## config.mk

```make
export PLATFORM = sky130hd
export DESIGN_NAME = msor_top
export DESIGN_NICKNAME = d
export VERILOG_FILES = /design/src/msor_pkg.sv /design/src/msor_sync.sv /design/src/msor_top.sv
export VERILOG_INCLUDE_DIRS = /design/src
export SDC_FILE = /design/constraint.sdc
export NUM_CORES = 1
export LEC_CHECK = 0
export BUFFER_PORTS_ARGS = -buffer_cell sky130_fd_sc_hd__buf_2
export CAP_MARGIN = 15
export CORE_AREA = 5 5 134 136
export CTS_CLUSTER_DIAMETER = 120
export DETAILED_ROUTE_END_ITERATION = 6
export DIE_AREA = 0 0 139 141
export MAX_ROUTING_LAYER = met4
export PLACE_DENSITY_LB_ADDON = 0.08
export SLEW_MARGIN = 20
export SYNTH_ARGS = -nofsm -noshare
export SYNTH_HDL_FRONTEND = slang
export SYNTH_SLANG_ARGS = --single-unit
```

## constraint.sdc

```tcl
create_clock -name clk_sys -period 4.6 [get_ports clk_sys]
set_clock_uncertainty 0.05 [all_clocks]
set_input_delay 0.46 -clock clk_sys [delete_from_list [all_inputs] [get_ports clk_sys]]
set_output_delay 0.46 -clock clk_sys [all_outputs]
set_load 0.02 [all_outputs]
```

## src/msor_defs.svh

```systemverilog
`ifndef MSOR_DEFS_SVH
`define MSOR_DEFS_SVH

// ----------------------------------------------------------------
// Register addresses
// ----------------------------------------------------------------
`define MSOR_A_ORIENT 8'h1d
`define MSOR_A_STATUS 8'h1e
`define MSOR_A_TEMP_L 8'h20
`define MSOR_A_TEMP_H 8'h21
`define MSOR_A_X_L 8'h22
`define MSOR_A_X_H 8'h23
`define MSOR_A_Y_L 8'h24
`define MSOR_A_Y_H 8'h25
`define MSOR_A_Z_L 8'h26
`define MSOR_A_Z_H 8'h27

// ----------------------------------------------------------------
// Field positions
// ----------------------------------------------------------------
`define MSOR_B_GATED_RDY 7
`define MSOR_B_ORIENT 6
`define MSOR_B_TEMP_NEW 2
`define MSOR_B_SETTLE 2
`define MSOR_B_RATE_NEW 1
`define MSOR_B_ACCEL_NEW 0

// ----------------------------------------------------------------
// Reset values and timing
// ----------------------------------------------------------------
`define MSOR_RST_BYTE 8'h00
`define MSOR_RST_WORD 16'h0000
`define MSOR_CLK_NS 25
`define MSOR_PULSE_NS 75
`define MSOR_PULSE_CYC ((`MSOR_PULSE_NS + `MSOR_CLK_NS - 1) / `MSOR_CLK_NS)

`endif

```

## src/msor_pkg.sv

```systemverilog
package msor_pkg;

    // One register access from a serial port engine.
    typedef struct packed {
        logic rd;
        logic wr;
        logic [7:0] addr;
    } msor_req_t;

    // Three-axis angular rate sample.
    typedef struct packed {
        logic [15:0] x;
        logic [15:0] y;
        logic [15:0] z;
    } msor_rate_t;

    // Pulse generator for the gated data-ready output.
    typedef enum logic [1:0] {
        MSOR_IDLE = 2'b01,
        MSOR_PULSE = 2'b10
    } msor_pulse_state_t;

endpackage

```

## src/msor_sync.sv

```systemverilog
`timescale 1ns/1ps

// Two-flop synchroniser for a level from outside the clock domain.
module msor_sync #(
    parameter int WIDTH = 1
) (
    input wire logic clk_sys,
    input wire logic rst,
    input wire logic [WIDTH-1:0] async_in,
    output logic [WIDTH-1:0] sync_out
);
    logic [WIDTH-1:0] meta;

    // The first stage feeds only the second stage.
    always_ff @(posedge clk_sys or posedge rst) begin
        if (rst) begin
            meta <= '0;
            sync_out <= '0;
        end else begin
            meta <= async_in;
            sync_out <= meta;
        end
    end
endmodule

```

## src/msor_top.sv

```systemverilog
`timescale 1ns/1ps
`include "msor_defs.svh"

// Behaviour
// - In level mode the gated data-ready flag is high when the current sample was taken with the gate active.
// - The gated data-ready signal is a latched level or a pulse, chosen by the pulse-mode input.
// - The orientation-change flag resets to 0 and becomes 1 on a detected position change.
// - Six per-axis over and under threshold flags reset to 0 and are set by their events.
// - The primary status read shows new temperature, rate and acceleration sample flags.
// - The auxiliary port reads the status address as settling, rate ready and accel ready.
// - The auxiliary settling flag reads high while the rate output is settling.
// - The auxiliary rate-ready flag clears when an auxiliary read hits any rate high byte.
// - The auxiliary accel-ready flag clears when an auxiliary accel high byte is read.
// - Temperature is a 16-bit two's complement word, low byte first, high byte next.
// - The temperature word is sign-extended from the narrower internal result.
// - Pitch rate is a 16-bit word with bits 7:0 low and bits 15:8 at the upper address.
// - Roll rate is a 16-bit word split into low and high bytes at consecutive addresses.
// - Yaw rate is a 16-bit word split into low and high bytes at consecutive addresses.
// - Primary rate reads come from the user-interface chain samples.
// - Auxiliary rate reads at the same addresses come from the stabilisation chain.
module msor_top #(
    parameter int TEMP_W = 12
) (
    input wire logic clk_sys,
    input wire logic rst,
    input wire msor_pkg::msor_req_t prim_req,
    output logic [7:0] prim_rdata,
    input wire msor_pkg::msor_req_t aux_req,
    output logic [7:0] aux_rdata,
    input wire logic user_rate_vld,
    input wire msor_pkg::msor_rate_t user_rate,
    input wire logic stab_rate_vld,
    input wire msor_pkg::msor_rate_t stab_rate,
    input wire logic temp_vld,
    input wire logic [TEMP_W-1:0] temp_raw,
    input wire logic accel_vld,
    input wire logic stab_accel_vld,
    input wire logic prim_accel_hi_rd,
    input wire logic aux_accel_hi_rd,
    input wire logic gyro_settling,
    input wire logic external_gating_input,
    input wire logic gating_active_high,
    input wire logic drdy_pulsed,
    input wire logic orient_change_evt,
    input wire logic [5:0] axis_evt,
    output logic gated_input_data_ready
);

    // Elaboration refuses a temperature width that the sign extension cannot serve.
    if (TEMP_W < 2 || TEMP_W > 16) begin : g_bad_temp_w
        $error("TEMP_W must lie between 2 and 16");
    end

    // ----------------------------------------------------------------
    // Helper functions
    // ----------------------------------------------------------------

    // True when a read hits one of the three rate high bytes.
    function automatic logic rate_hi_read(input msor_pkg::msor_req_t r);
        rate_hi_read = r.rd && (r.addr == `MSOR_A_X_H || r.addr == `MSOR_A_Y_H
            || r.addr == `MSOR_A_Z_H);
    endfunction

    // Picks the rate byte for an address in the rate window.
    function automatic logic [7:0] rate_byte(input msor_pkg::msor_rate_t w,
                                             input logic [7:0] a);
        logic [15:0] sel;
        sel = w.x;
        if (a == `MSOR_A_Y_L || a == `MSOR_A_Y_H) begin
            sel = w.y;
        end else if (a == `MSOR_A_Z_L || a == `MSOR_A_Z_H) begin
            sel = w.z;
        end
        rate_byte = a[0] ? sel[15:8] : sel[7:0];
    endfunction

    // True when the address lies in the rate window.
    function automatic logic in_rate(input logic [7:0] a);
        in_rate = a >= `MSOR_A_X_L && a <= `MSOR_A_Z_H;
    endfunction

    // ----------------------------------------------------------------
    // Storage
    // ----------------------------------------------------------------
    logic gate_sync;
    logic gate_act;
    logic gate_tag;
    logic [2:0] pulse_cnt;
    msor_pkg::msor_pulse_state_t pulse_state;
    logic orient_flag;
    logic [5:0] axis_flag;
    logic temp_new;
    logic rate_new;
    logic accel_new;
    logic aux_rate_new;
    logic aux_accel_new;
    logic [15:0] temp_word;
    msor_pkg::msor_rate_t user_word;
    msor_pkg::msor_rate_t stab_word;
    logic [7:0] orient_byte;
    logic [7:0] next_prim_rdata;
    logic [7:0] next_aux_rdata;
    logic prim_hit_orient;

    localparam logic [2:0] PULSE_CYC = 3'(`MSOR_PULSE_CYC);

    // The gating pin comes from outside and is synchronised first.
    msor_sync #(
        .WIDTH(1)
    ) msor_sync_inst (
        .clk_sys(clk_sys),
        .rst(rst),
        .async_in(external_gating_input),
        .sync_out(gate_sync)
    );

    // The gate is active at the level chosen by the polarity input.
    assign gate_act = gating_active_high ? gate_sync : ~gate_sync;
    assign prim_hit_orient = prim_req.rd && prim_req.addr == `MSOR_A_ORIENT;

    // ----------------------------------------------------------------
    // Sample capture
    // ----------------------------------------------------------------

    // User-interface rate words, tagged with the gate state at capture.
    always_ff @(posedge clk_sys or posedge rst) begin
        if (rst) begin
            user_word <= '0;
            gate_tag <= 1'b0;
        end else if (user_rate_vld) begin
            user_word <= user_rate;
            gate_tag <= gate_act;
        end
    end

    // Stabilisation chain words, fed at that chain's own output rate.
    always_ff @(posedge clk_sys or posedge rst) begin
        if (rst) begin
            stab_word <= '0;
        end else if (stab_rate_vld) begin
            stab_word <= stab_rate;
        end
    end

    // Temperature is sign-extended up to bit 15.
    always_ff @(posedge clk_sys or posedge rst) begin
        if (rst) begin
            temp_word <= `MSOR_RST_WORD;
        end else if (temp_vld) begin
            temp_word <= 16'($signed(temp_raw));
        end
    end

    // ----------------------------------------------------------------
    // Gated data-ready
    // ----------------------------------------------------------------

    // Pulse mode fires a short pulse per gated sample.
    always_ff @(posedge clk_sys or posedge rst) begin
        if (rst) begin
            pulse_state <= msor_pkg::MSOR_IDLE;
            pulse_cnt <= 3'h0;
        end else begin
            unique case (pulse_state)
                msor_pkg::MSOR_IDLE: begin
                    if (user_rate_vld && gate_act && drdy_pulsed) begin
                        pulse_state <= msor_pkg::MSOR_PULSE;
                        pulse_cnt <= PULSE_CYC - 3'h1;
                    end
                end
                msor_pkg::MSOR_PULSE: begin
                    if (pulse_cnt == 3'h0) begin
                        pulse_state <= msor_pkg::MSOR_IDLE;
                    end else begin
                        pulse_cnt <= pulse_cnt - 3'h1;
                    end
                end
                default: begin
                    pulse_state <= msor_pkg::MSOR_IDLE;
                end
            endcase
        end
    end

    // Level mode shows the tag of the current sample.
    assign gated_input_data_ready = drdy_pulsed ? (pulse_state == msor_pkg::MSOR_PULSE)
        : gate_tag;

    // ----------------------------------------------------------------
    // Orientation flags
    // ----------------------------------------------------------------

    // Flags are sticky until a primary read of the orientation byte; a new event wins over the clear.
    always_ff @(posedge clk_sys or posedge rst) begin
        if (rst) begin
            orient_flag <= 1'b0;
            axis_flag <= 6'h00;
        end else begin
            orient_flag <= orient_change_evt | (orient_flag & ~prim_hit_orient);
            axis_flag <= axis_evt | (axis_flag & {6{~prim_hit_orient}});
        end
    end

    // ----------------------------------------------------------------
    // New-data flags
    // ----------------------------------------------------------------

    // Primary flags clear on a primary read of the matching high byte.
    always_ff @(posedge clk_sys or posedge rst) begin
        if (rst) begin
            temp_new <= 1'b0;
            rate_new <= 1'b0;
            accel_new <= 1'b0;
        end else begin
            temp_new <= temp_vld
                | (temp_new & ~(prim_req.rd && prim_req.addr == `MSOR_A_TEMP_H));
            rate_new <= user_rate_vld | (rate_new & ~rate_hi_read(prim_req));
            accel_new <= accel_vld | (accel_new & ~prim_accel_hi_rd);
        end
    end

    // Auxiliary flags follow the stabilisation chain.
    always_ff @(posedge clk_sys or posedge rst) begin
        if (rst) begin
            aux_rate_new <= 1'b0;
            aux_accel_new <= 1'b0;
        end else begin
            aux_rate_new <= stab_rate_vld | (aux_rate_new & ~rate_hi_read(aux_req));
            aux_accel_new <= stab_accel_vld | (aux_accel_new & ~aux_accel_hi_rd);
        end
    end

    // ----------------------------------------------------------------
    // Read paths
    // ----------------------------------------------------------------

    // Orientation byte as seen by the primary port.
    always_comb begin
        orient_byte = {2'b00, axis_flag};
        orient_byte[`MSOR_B_GATED_RDY] = gated_input_data_ready;
        orient_byte[`MSOR_B_ORIENT] = orient_flag;
    end

    // Primary read mux; writes select nothing and store nothing.
    always_comb begin
        next_prim_rdata = `MSOR_RST_BYTE;
        if (in_rate(prim_req.addr)) begin
            next_prim_rdata = rate_byte(user_word, prim_req.addr);
        end else if (prim_req.addr == `MSOR_A_ORIENT) begin
            next_prim_rdata = orient_byte;
        end else if (prim_req.addr == `MSOR_A_STATUS) begin
            next_prim_rdata[`MSOR_B_TEMP_NEW] = temp_new;
            next_prim_rdata[`MSOR_B_RATE_NEW] = rate_new;
            next_prim_rdata[`MSOR_B_ACCEL_NEW] = accel_new;
        end else if (prim_req.addr == `MSOR_A_TEMP_L) begin
            next_prim_rdata = temp_word[7:0];
        end else if (prim_req.addr == `MSOR_A_TEMP_H) begin
            next_prim_rdata = temp_word[15:8];
        end
    end

    // Auxiliary read mux with its own status layout.
    always_comb begin
        next_aux_rdata = `MSOR_RST_BYTE;
        if (in_rate(aux_req.addr)) begin
            next_aux_rdata = rate_byte(stab_word, aux_req.addr);
        end else if (aux_req.addr == `MSOR_A_STATUS) begin
            next_aux_rdata[`MSOR_B_SETTLE] = gyro_settling;
            next_aux_rdata[`MSOR_B_RATE_NEW] = aux_rate_new;
            next_aux_rdata[`MSOR_B_ACCEL_NEW] = aux_accel_new;
        end
    end

    // Read data is registered and held until the next read.
    always_ff @(posedge clk_sys or posedge rst) begin
        if (rst) begin
            prim_rdata <= `MSOR_RST_BYTE;
            aux_rdata <= `MSOR_RST_BYTE;
        end else begin
            if (prim_req.rd) begin
                prim_rdata <= next_prim_rdata;
            end
            if (aux_req.rd) begin
                aux_rdata <= next_aux_rdata;
            end
        end
    end
endmodule

```

Yosys cells after proc, flatten, opt, wreduce, memory -nomap -nowiden --
Cells that the tools add are included.
Operators by class: add/subtract/negate cells 1, magnitude comparators 4, equal/unequal tests 20, multiplexer cells 23, bitwise gates (word level) 21, reductions and logical operators 20
Operators with widths (count):
- $eq 8x6->1 const B | 12
- $mux 16 | 4
- $mux 8 | 6
- $eq 8x5->1 const B | 3
- $ge 8x6->1 const B | 2
- $le 8x6->1 const B | 2
- $mux 3 | 5
- $mux 5 | 2
- $logic_and 1x1->1 | 8
- $logic_or 1x1->1 | 8
- $not 1->1 | 7
- $and 1x1->1 | 6
- $and 6x6->6 | 1
- $ne 2x2->1 const B | 3
- $or 1x1->1 | 6
- $or 6x6->6 | 1
- $pmux 3 s2 | 1
- $mux 2 | 2
- $pmux 2 s2 | 1
- $logic_not 3->1 | 1
- $reduce_and 3->1 | 1
- $sub 3x1->3 const B | 1
- $eq 2x1->1 const B | 1
- $eq 2x2->1 const B | 1
- 3 further kinds | 4
Storage, ports and cells: bits in registers 144, output and inout bits 17, logic and storage cells 110

Longest topological paths before layout --
Gate-level depths: netlist of the first run.
depth in word-level cells 7, gate-level depth with buffers 7, depth with buffers taken out 7

Hierarchy --
Synthesis of the first run repeated with hierarchy kept, for this count alone.
Second synthesis, totals: cells, all modules 515, area total of the unflattened synthesis 6547.5 um^2
By module, submodules not included:
- msor_top | times used 1, cells each 512, area each 6493.7 um^2
- msor_sync | times used 1, cells each 3, area each 53.8 um^2

Worst setup path before layout of the first run --
Ideal clock, no wire load.
path kind input port to flip-flop, start point in prim_req[3] (netlist name), end point reg prim_rdata[0], library setup time 0.124 ns, arrival time 1.662 ns, data required time 4.426 ns, setup slack 2.764 ns, stages 6, buffers on the path 1, cells stage by stage and4bb_2 nand2_4 buf_4 a211oi_1 a211oi_1 o31a_1
Between the ends: word-level cells in the longest chain between the ends 6, elaborated cells between the ends (all ways) 21
RTL lines:
- start, declared | RTL line msor_top.sv:26 | input wire msor_pkg::msor_req_t prim_req,
- $eq 8x6->1 (no line)
- $mux 8 or $logic_or 1x1->1 (tied branches)
- $mux 8 or $mux 16 (tied branches) | RTL line msor_top.sv:255, msor_top.sv:71
- $mux 3 or $mux 16 (tied branches) | RTL line msor_top.sv:251, msor_top.sv:69
- $mux 8 (on tied branches) | RTL line msor_top.sv:249, msor_top.sv:74
- $mux 8 * | RTL line msor_top.sv:247 | if (in_rate(prim_req.addr)) begin
- end signal, assigned | RTL line msor_top.sv:277 | prim_rdata <= `MSOR_RST_BYTE;
- end signal, assigned | RTL line msor_top.sv:281 | prim_rdata <= next_prim_rdata;
- end, declared | RTL line msor_top.sv:27 | output logic [7:0] prim_rdata,
Mark *: on every way between the ends. The rest lies on a longest branch, timed or not. A chain may end at the register's enable or synchronous reset.

Final worst setup path of the first run --
start point in aux_req[3] (netlist name), end point reg aux_rdata[7]
Between the ends: word-level cells in the longest chain between the ends 6, elaborated cells between the ends (all ways) 13
RTL lines:
- start, declared | RTL line msor_top.sv:28 | input wire msor_pkg::msor_req_t aux_req,
- $eq 8x6->1 (no line)
- $logic_or 1x1->1 (no line)
- $mux 16 | RTL line msor_top.sv:71 | end else if (a == `MSOR_A_Z_L || a == `MSOR_A_Z_H) begin
- $mux 16 | RTL line msor_top.sv:69 | if (a == `MSOR_A_Y_L || a == `MSOR_A_Y_H) begin
- $mux 8 | RTL line msor_top.sv:74 | rate_byte = a[0] ? sel[15:8] : sel[7:0];
- $mux 5 * | RTL line msor_top.sv:265 | if (in_rate(aux_req.addr)) begin
- end signal, assigned | RTL line msor_top.sv:278 | aux_rdata <= `MSOR_RST_BYTE;
- end signal, assigned | RTL line msor_top.sv:284 | aux_rdata <= next_aux_rdata;
- end, declared | RTL line msor_top.sv:29 | output logic [7:0] aux_rdata,
Marked as above.

==> impl_metrics.json, run 1 <==
{
  "start_kind": "input port",
  "clockPowerShare_pct": 45.1,
  "rows": 48,
  "min_period_ns": 2.14,
  "outcome": "complete, no violations",
  "die_width_um": 139,
  "cts_hold_buf": 0,
  "dr_total_vias": 4580,
  "postCtsSetupBuffers": 0,
  "die-area_um2": 19600,
  "drive_gt1_share_pct": 46.9,
  "synth_edf_count": 0,
  "final_cells": 910,
  "clkTransAtPathRegs_ns": 0.06,
  "tightest_slew_ns": 0.766,
  "seq_area_frac_synth_pct": 55.1,
  "worstSetupPathType": "in -> reg",
  "p_sw_w": 0.000763,
  "grt_pass1_vias": 4958,
  "dpl.hpwl_um": 11600,
  "first_pass_iters": 4,
  "fill_cells": 1584,
  "grt_pass1_wl_um": 26000,
  "rsz0062_at_grt": "false",
  "critPathArrivalTime_ns": 2.36,
  "grt_usage_pct": 17.2,
  "power.internal_w": 0.00250,
  "ir_drop_uv": 296,
  "clock_path_buffers": 2,
  "worst_setup_path_end_kind": "flop",
  "synth_cells": 514,
  "avgSynthCellArea_um2": 12.7,
  "cts_root_buffer": "clkbuf_16",
  "final_max_slew_viol_count": 0,
  "final_nets": 820,
  "htreeDepth": 4,
  "hold_viol_final": 0,
  "synth_ff_type": "dfrtp_1",
  "critPathMaxFanout": 11,
  "io_buffers": 162,
  "syn-num-nets": 664,
  "start_util_pct": 38.9,
  "syn-cell-area_um2": 6540,
  "yosysUniqueCellTypes": 49,
  "ios": 165,
  "die_h_um": 141,
  "ys_seq_elements": 144,
  "post_cts_resized": 0,
  "route.detailed.drc": 0,
  "seq_area_um2": 3600,
  "grt_max_degree": 110,
  "gp_congestion": 0.803,
  "synth-async-reset-ratio_pct": 100,
  "p_comb_share_pct": 11.1,
  "layout-area-overhead-vs-synth_pct": 24.9,
  "antenna_found_initial": 1,
  "max_freq_ghz": 0.468,
  "min_from": "external_gating_input",
  "drtIter0Drc": 225,
  "grt-ovfl-total": 0,
  "slowest_stage": "mux4_2",
  "setup_viol": 0,
  "finalSetupTns_ns": 0,
  "finalCritPeriodShare_pct": 46.4,
  "min_path_type": "in -> reg",
  "multiInputGateArea_um2": 2730,
  "cap_viol_max_count": 0,
  "fp.coreArea_um2": 16800,
  "p_leak_nw": 3.70,
  "cts_buffers": 17,
  "crit_start": "aux_req[3]",
  "powerDensity_nw_per_um2": 400,
  "clock_sinks": 144,
  "critical_path.max_stage_delay_ns": 0.64,
  "r2r_start": "temp_word[11]$_DFFE_PP0P_",
  "avgRoutedWirePerCell_um": 17.3,
  "ys_warn_count": 0,
  "pwr-share-seq_pct": 43.8,
  "vias_per_cell": 5.03,
  "cp.required_ns": 4.82,
  "place_inst": 876,
  "crit_path_cell_trace": "buf_2, nor3b_4, nand4_1, mux4_2, nand2_1, o221ai_1",
  "wl_um": 15800,
  "drtAntennaViolNets": 0,
  "tritoncts": "done",
  "switching_share_pct": 23.4,
  "worstSkewPairLatency_ns": 0.42,
  "maxSlewHeadroom_pct": 49.0
}
## power groups by stage
stage / Combinational, W / Sequential, W / Clock (W)
3_5_place_dp: 0.000370 / 0.00146 / 0
5_1_grt: 0.000405 / 0.00144 / 0.00158
3_3_place_gp: 0.000361 / 0.00145 / 0
6_report: 0.000362 / 0.00143 / 0.00147
2_1_floorplan: 0.000234 / 0.00145 / 0
4_1_cts: 0.000371 / 0.00143 / 0.00151
## Yosys cell counts, types with 7 or more instances
cell type  number  share of area, %
dfrtp_1       143                55
mux2_2        107                18
nor2_1         29               1.7
nand2_1        24               1.4
mux2i_1        23               3.5
inv_1          20               1.1
a211oi_1       16               1.8
a21oi_1        16               1.2
clkbuf_1       15              0.86
o21ai_0        15               1.1
a21o_1         10               1.1
and3_1          8              0.76
nand3_1         7              0.54
o31a_1          7              0.94
## state kept, by name, indices dropped and copies added, names as in the netlist, 2 cells and up
| signal | count |
|---|---|
| axis_flag | 6 |
| user_word | 48 |
| aux_rdata | 8 |
| pulse_state | 2 |
| pulse_cnt | 3 |
| temp_word | 12 |
| stab_word | 48 |
| prim_rdata | 8 |
## worst max-delay path: cells and delay by family
family	cells	cell delay [ns]
compound gates	1	0.10
buf+inv	1	0.12
mux	1	0.64
simple gates	3	1.03
## cells in the final DEF (no fill, tap or decap), types with 3 or more instances in the layout
cell type   instances
dfrtp_1           143
nand2b_1            4
o221ai_1            5
buf_2             161
a21oi_1            16
and3_1              8
buf_4               3
a22oi_1             6
clkinvlp_4          5
a21o_1             10
nand2_1            24
a31oi_1             3
o21ai_0            15
nor3_1              3
o31a_1              7
nand3_1             7
mux2i_1            23
mux4_2              6
mux2_2            107
inv_1              19
bufinv_16           4
a211oi_1           16
o21ai_1             5
o32a_1              3
clkbuf_16          17
nor2_1             29
## stage by stage
stage	instance area, um^2	worst slack [ns]	total power (W)	utilization [%]	hold WS, ns
finish	8170	2.46	0.00327	48.6	0.102
CTS	8160	2.45	0.00332	48.5	0.0797
global placement	7530	2.03	0.00181	44.8	0.287
floorplan	6540	0.225	0.00168	-	0.281
detailed placement	7530	2.01	0.00183	44.8	0.286
global route	8170	2.37	0.00342	48.6	0.0852
## final cells by class
class,instances,share of cell area (%)
clock inverters,13,2.27
multi-input cells,323,33.4
inverters,20,1.01
clock buffers,19,5.54
flip-flops and latches,144,44.1
repair buffers,164,10.1
well taps,225,3.44
diodes,2,0.0612
## final timing paths
check | slack [ns] | cells after the start | to
min in group asynchronous | 0.12 | 2 | stab_word[29]$_DFFE_PP0P_
setup / recovery | 2.46 | 6 | aux_rdata[7]$_DFFE_PP0P_
hold / removal | 0.10 | 1 | msor_sync_inst.meta$_DFF_PP0_
setup reg to reg | 2.94 | 5 | prim_rdata[7]$_DFFE_PP0P_
max in group asynchronous | 3.34 | 3 | stab_word[25]$_DFFE_PP0P_
hold reg to reg | 0.30 | 0 | msor_sync_inst.sync_out$_DFF_PP0_
## logic make-up (layout without fill, tap and decap cells)
family	count (synthesis)	after routing	share of synthesized area [%]
compound gates	94	94	9.90
xor+xnor	1	1	0.134
fa+ha+maj	2	2	0.382
buf+inv	47	216	3.14
flops	144	144	55.1
mux	136	136	24.0
other cells	0	2	0
simple gates	90	90	7.36
## per-layer routing
metal	global-route usage (%)	vias up	wire length [um]
met5	-	-	0
met4	5.82	0	267
met3	5.19	17	992
met2	27.9	131	7780
met1	20.7	2234	6740
li1	-	2198	-
Note: power is estimated with default switching activity, not from simulation.
==> run 2: changes to the inputs <==
==> constraint.sdc (replaced) <==
create_clock -name clk_sys -period 1.75 [get_ports clk_sys]
set_clock_uncertainty 0.05 [all_clocks]
set_input_delay 0.175 -clock clk_sys [delete_from_list [all_inputs] [get_ports clk_sys]]
set_output_delay 0.175 -clock clk_sys [all_outputs]
set_load 0.02 [all_outputs]
==> impl_metrics.json, run 2 (synthesized netlist as in run 1, its figures left out) <==
{
  "cts_buffers": 17,
  "layout-area-overhead-vs-synth_pct": 46.1,
  "p_comb_share_pct": 13.9,
  "outcome": "complete, no violations",
  "place_inst": 897,
  "critPathArrivalTime_ns": 1.45,
  "min_period_ns": 1.67,
  "reg.largest.list": "stab_word (48), user_word (48), temp_word (12)",
  "route.detailed.drc": 0,
  "crit_start": "pulse_state[0]$_DFFE_PP1P_",
  "final_max_slew_viol_count": 0,
  "hold-path-endpoint": "aux_rdata[2]$_DFFE_PP0P_",
  "dr_total_vias": 5081,
  "postCtsSetupBuffers": 0,
  "maxSlewHeadroom_pct": 69.2,
  "crit_path_cell_trace": "nor2b_2, mux2_4, buf_2",
  "grt_pass1_vias": 5596,
  "die_h_um": 141,
  "worstSetupPathType": "reg -> out",
  "first_pass_iters": 4,
  "finalSetupTns_ns": 0,
  "p_sw_w": 0.00200,
  "worstSkewPairLatency_ns": 0.41,
  "cap_viol_max_count": 0,
  "grt_max_degree": 87,
  "clkTransAtPathRegs_ns": 0.06,
  "rows": 48,
  "grt_usage_pct": 18.6,
  "setup_viol": 0,
  "cts_root_buffer": "clkbuf_16",
  "vias_per_cell": 4.83,
  "critical_path.max_stage_delay_ns": 0.53,
  "hold_viol_final": 0,
  "drive_gt1_share_pct": 41.2,
  "dp_slack_ns": 0.00746,
  "clock_sinks": 144,
  "use_met3_pct": 5.22,
  "final_nets": 962,
  "cp.required_ns": 1.52,
  "die_width_um": 139,
  "finalCritPeriodShare_pct": 95.5,
  "wl_um": 16900,
  "met1_usage_pct": 22.5,
  "tightest_slew_ns": 0.458,
  "grt_pass1_wl_um": 28500,
  "worstHoldPathCells": 2,
  "clockPowerShare_pct": 42.7,
  "start_kind": "flop",
  "tritoncts": "done",
  "max_freq_ghz": 0.598,
  "start_util_pct": 38.9,
  "fp.coreArea_um2": 16800,
  "final_cell_mix": "162 x buf_2, 143 x dfrtp_1, 121 x dlygate4sd3_1",
  "ff2ff_setup_slack_ns": 0.18,
  "antenna_found_initial": 1,
  "use_met2_pct": 30.8,
  "drtIter0Drc": 208,
  "gp_congestion": 0.822,
  "slowest_stage": "dfstp_2",
  "clock_path_buffers": 2,
  "die-area_um2": 19600,
  "drtAntennaViolNets": 0,
  "dpl.hpwl_um": 11900,
  "io_buffers": 162,
  "r2r-end": "pulse_cnt[1]$_DFFE_PP0P_",
  "r2r_cells": 5,
  "fill_cells": 1459,
  "grt-ovfl-total": 0,
  "min_path_type": "in -> reg",
  "avgRoutedWirePerCell_um": 16.1,
  "ios": 165,
  "r2r_start": "pulse_state[0]$_DFFE_PP1P_",
  "multiInputGateArea_um2": 2740,
  "top_usage_layer": "met2",
  "pwr-share-seq_pct": 43.4,
  "ir_drop_uv": 699,
  "setup_ws_ns": 0.0783,
  "p_leak_nw": 4.32,
  "layout_commonest_cell": "buf_2",
  "min_from": "aux_req[9]",
  "powerDensity_nw_per_um2": 908,
  "worst_setup_path_end_kind": "primary output",
  "postLayoutCoreUtil_pct": 56.9,
  "critPathMaxFanout": 4,
  "final_cells": 1051,
  "rsz0062_at_grt": "false",
  "switching_share_pct": 23.0,
  "seq_area_um2": 3600,
  "htreeDepth": 4,
  "power.internal_w": 0.00668
}
## run 2: cell count changes in the layout (fill, tap and decap cells not counted), moves of 2 or more
cell,previous run,this run
clkinv_2,2,4
clkbuf_1,0,2
clkinvlp_4,5,3
buf_12,0,4
dlygate4sd3_1,0,121
buf_4,3,19
## run 2: what timing repair did
action	in CTS	in global routing
gates resized for setup	1	1
hold buffers	121	0
setup endpoints to repair	1	1
hold endpoints to repair	261	0
## run 2: worst max-delay path by stage
stage,endpoint,slack [ns]
final,gated_input_data_ready,0.08
after global routing,gated_input_data_ready,0.02
after floorplan,accel_new$_DFF_PP0_,-0.28
after detailed placement,aux_rdata[0]$_DFFE_PP0P_,0.007
after global placement,aux_rdata[1]$_DFFE_PP0P_,0.07
after CTS,gated_input_data_ready,0.02
## run 2: power by group through the flow
stage	Clock (W)	Sequential (W)	Combinational, W
floorplan	0	0.00381	0.000616
detailed placement	0	0.00383	0.00101
global route	0.00398	0.00380	0.00134
finish	0.00371	0.00377	0.00121
CTS	0.00382	0.00377	0.00122
global placement	0	0.00382	0.000981
## run 2: final cells by class
type,count,area share [%]
Tap cell,225,2.94
Clock inverter,10,1.40
Antenna cell,1,0.0262
Inverter,20,0.824
Clock buffer,22,4.96
Timing Repair Buffer,306,23.5
Sequential cell,144,37.7
Multi-Input combinational cell,323,28.7
## run 2: through the flow
stage               power (W)  cell area [um^2]  hold slack, ns
finish                0.00868              9560          0.0779
global route          0.00912              9560          0.0736
CTS                   0.00881              9560          0.0578
detailed placement    0.00484              7730           0.236
global placement      0.00480              7730           0.234
floorplan             0.00442              6550           0.156
## run 2: worst max-delay path: cells and delay by family, from the launching register on
kind	cells	cell delay (ns)
buffers and inverters	1	0.16
muxes	1	0.28
and+or+nand+nor	1	0.06
DFF	1	0.53
## run 2: per-layer routing
layer	up-vias	part of all wire, %
li1	2477	-
met1	2461	43
met2	125	50
met3	18	5.4
met4	0	1.5
met5	-	0
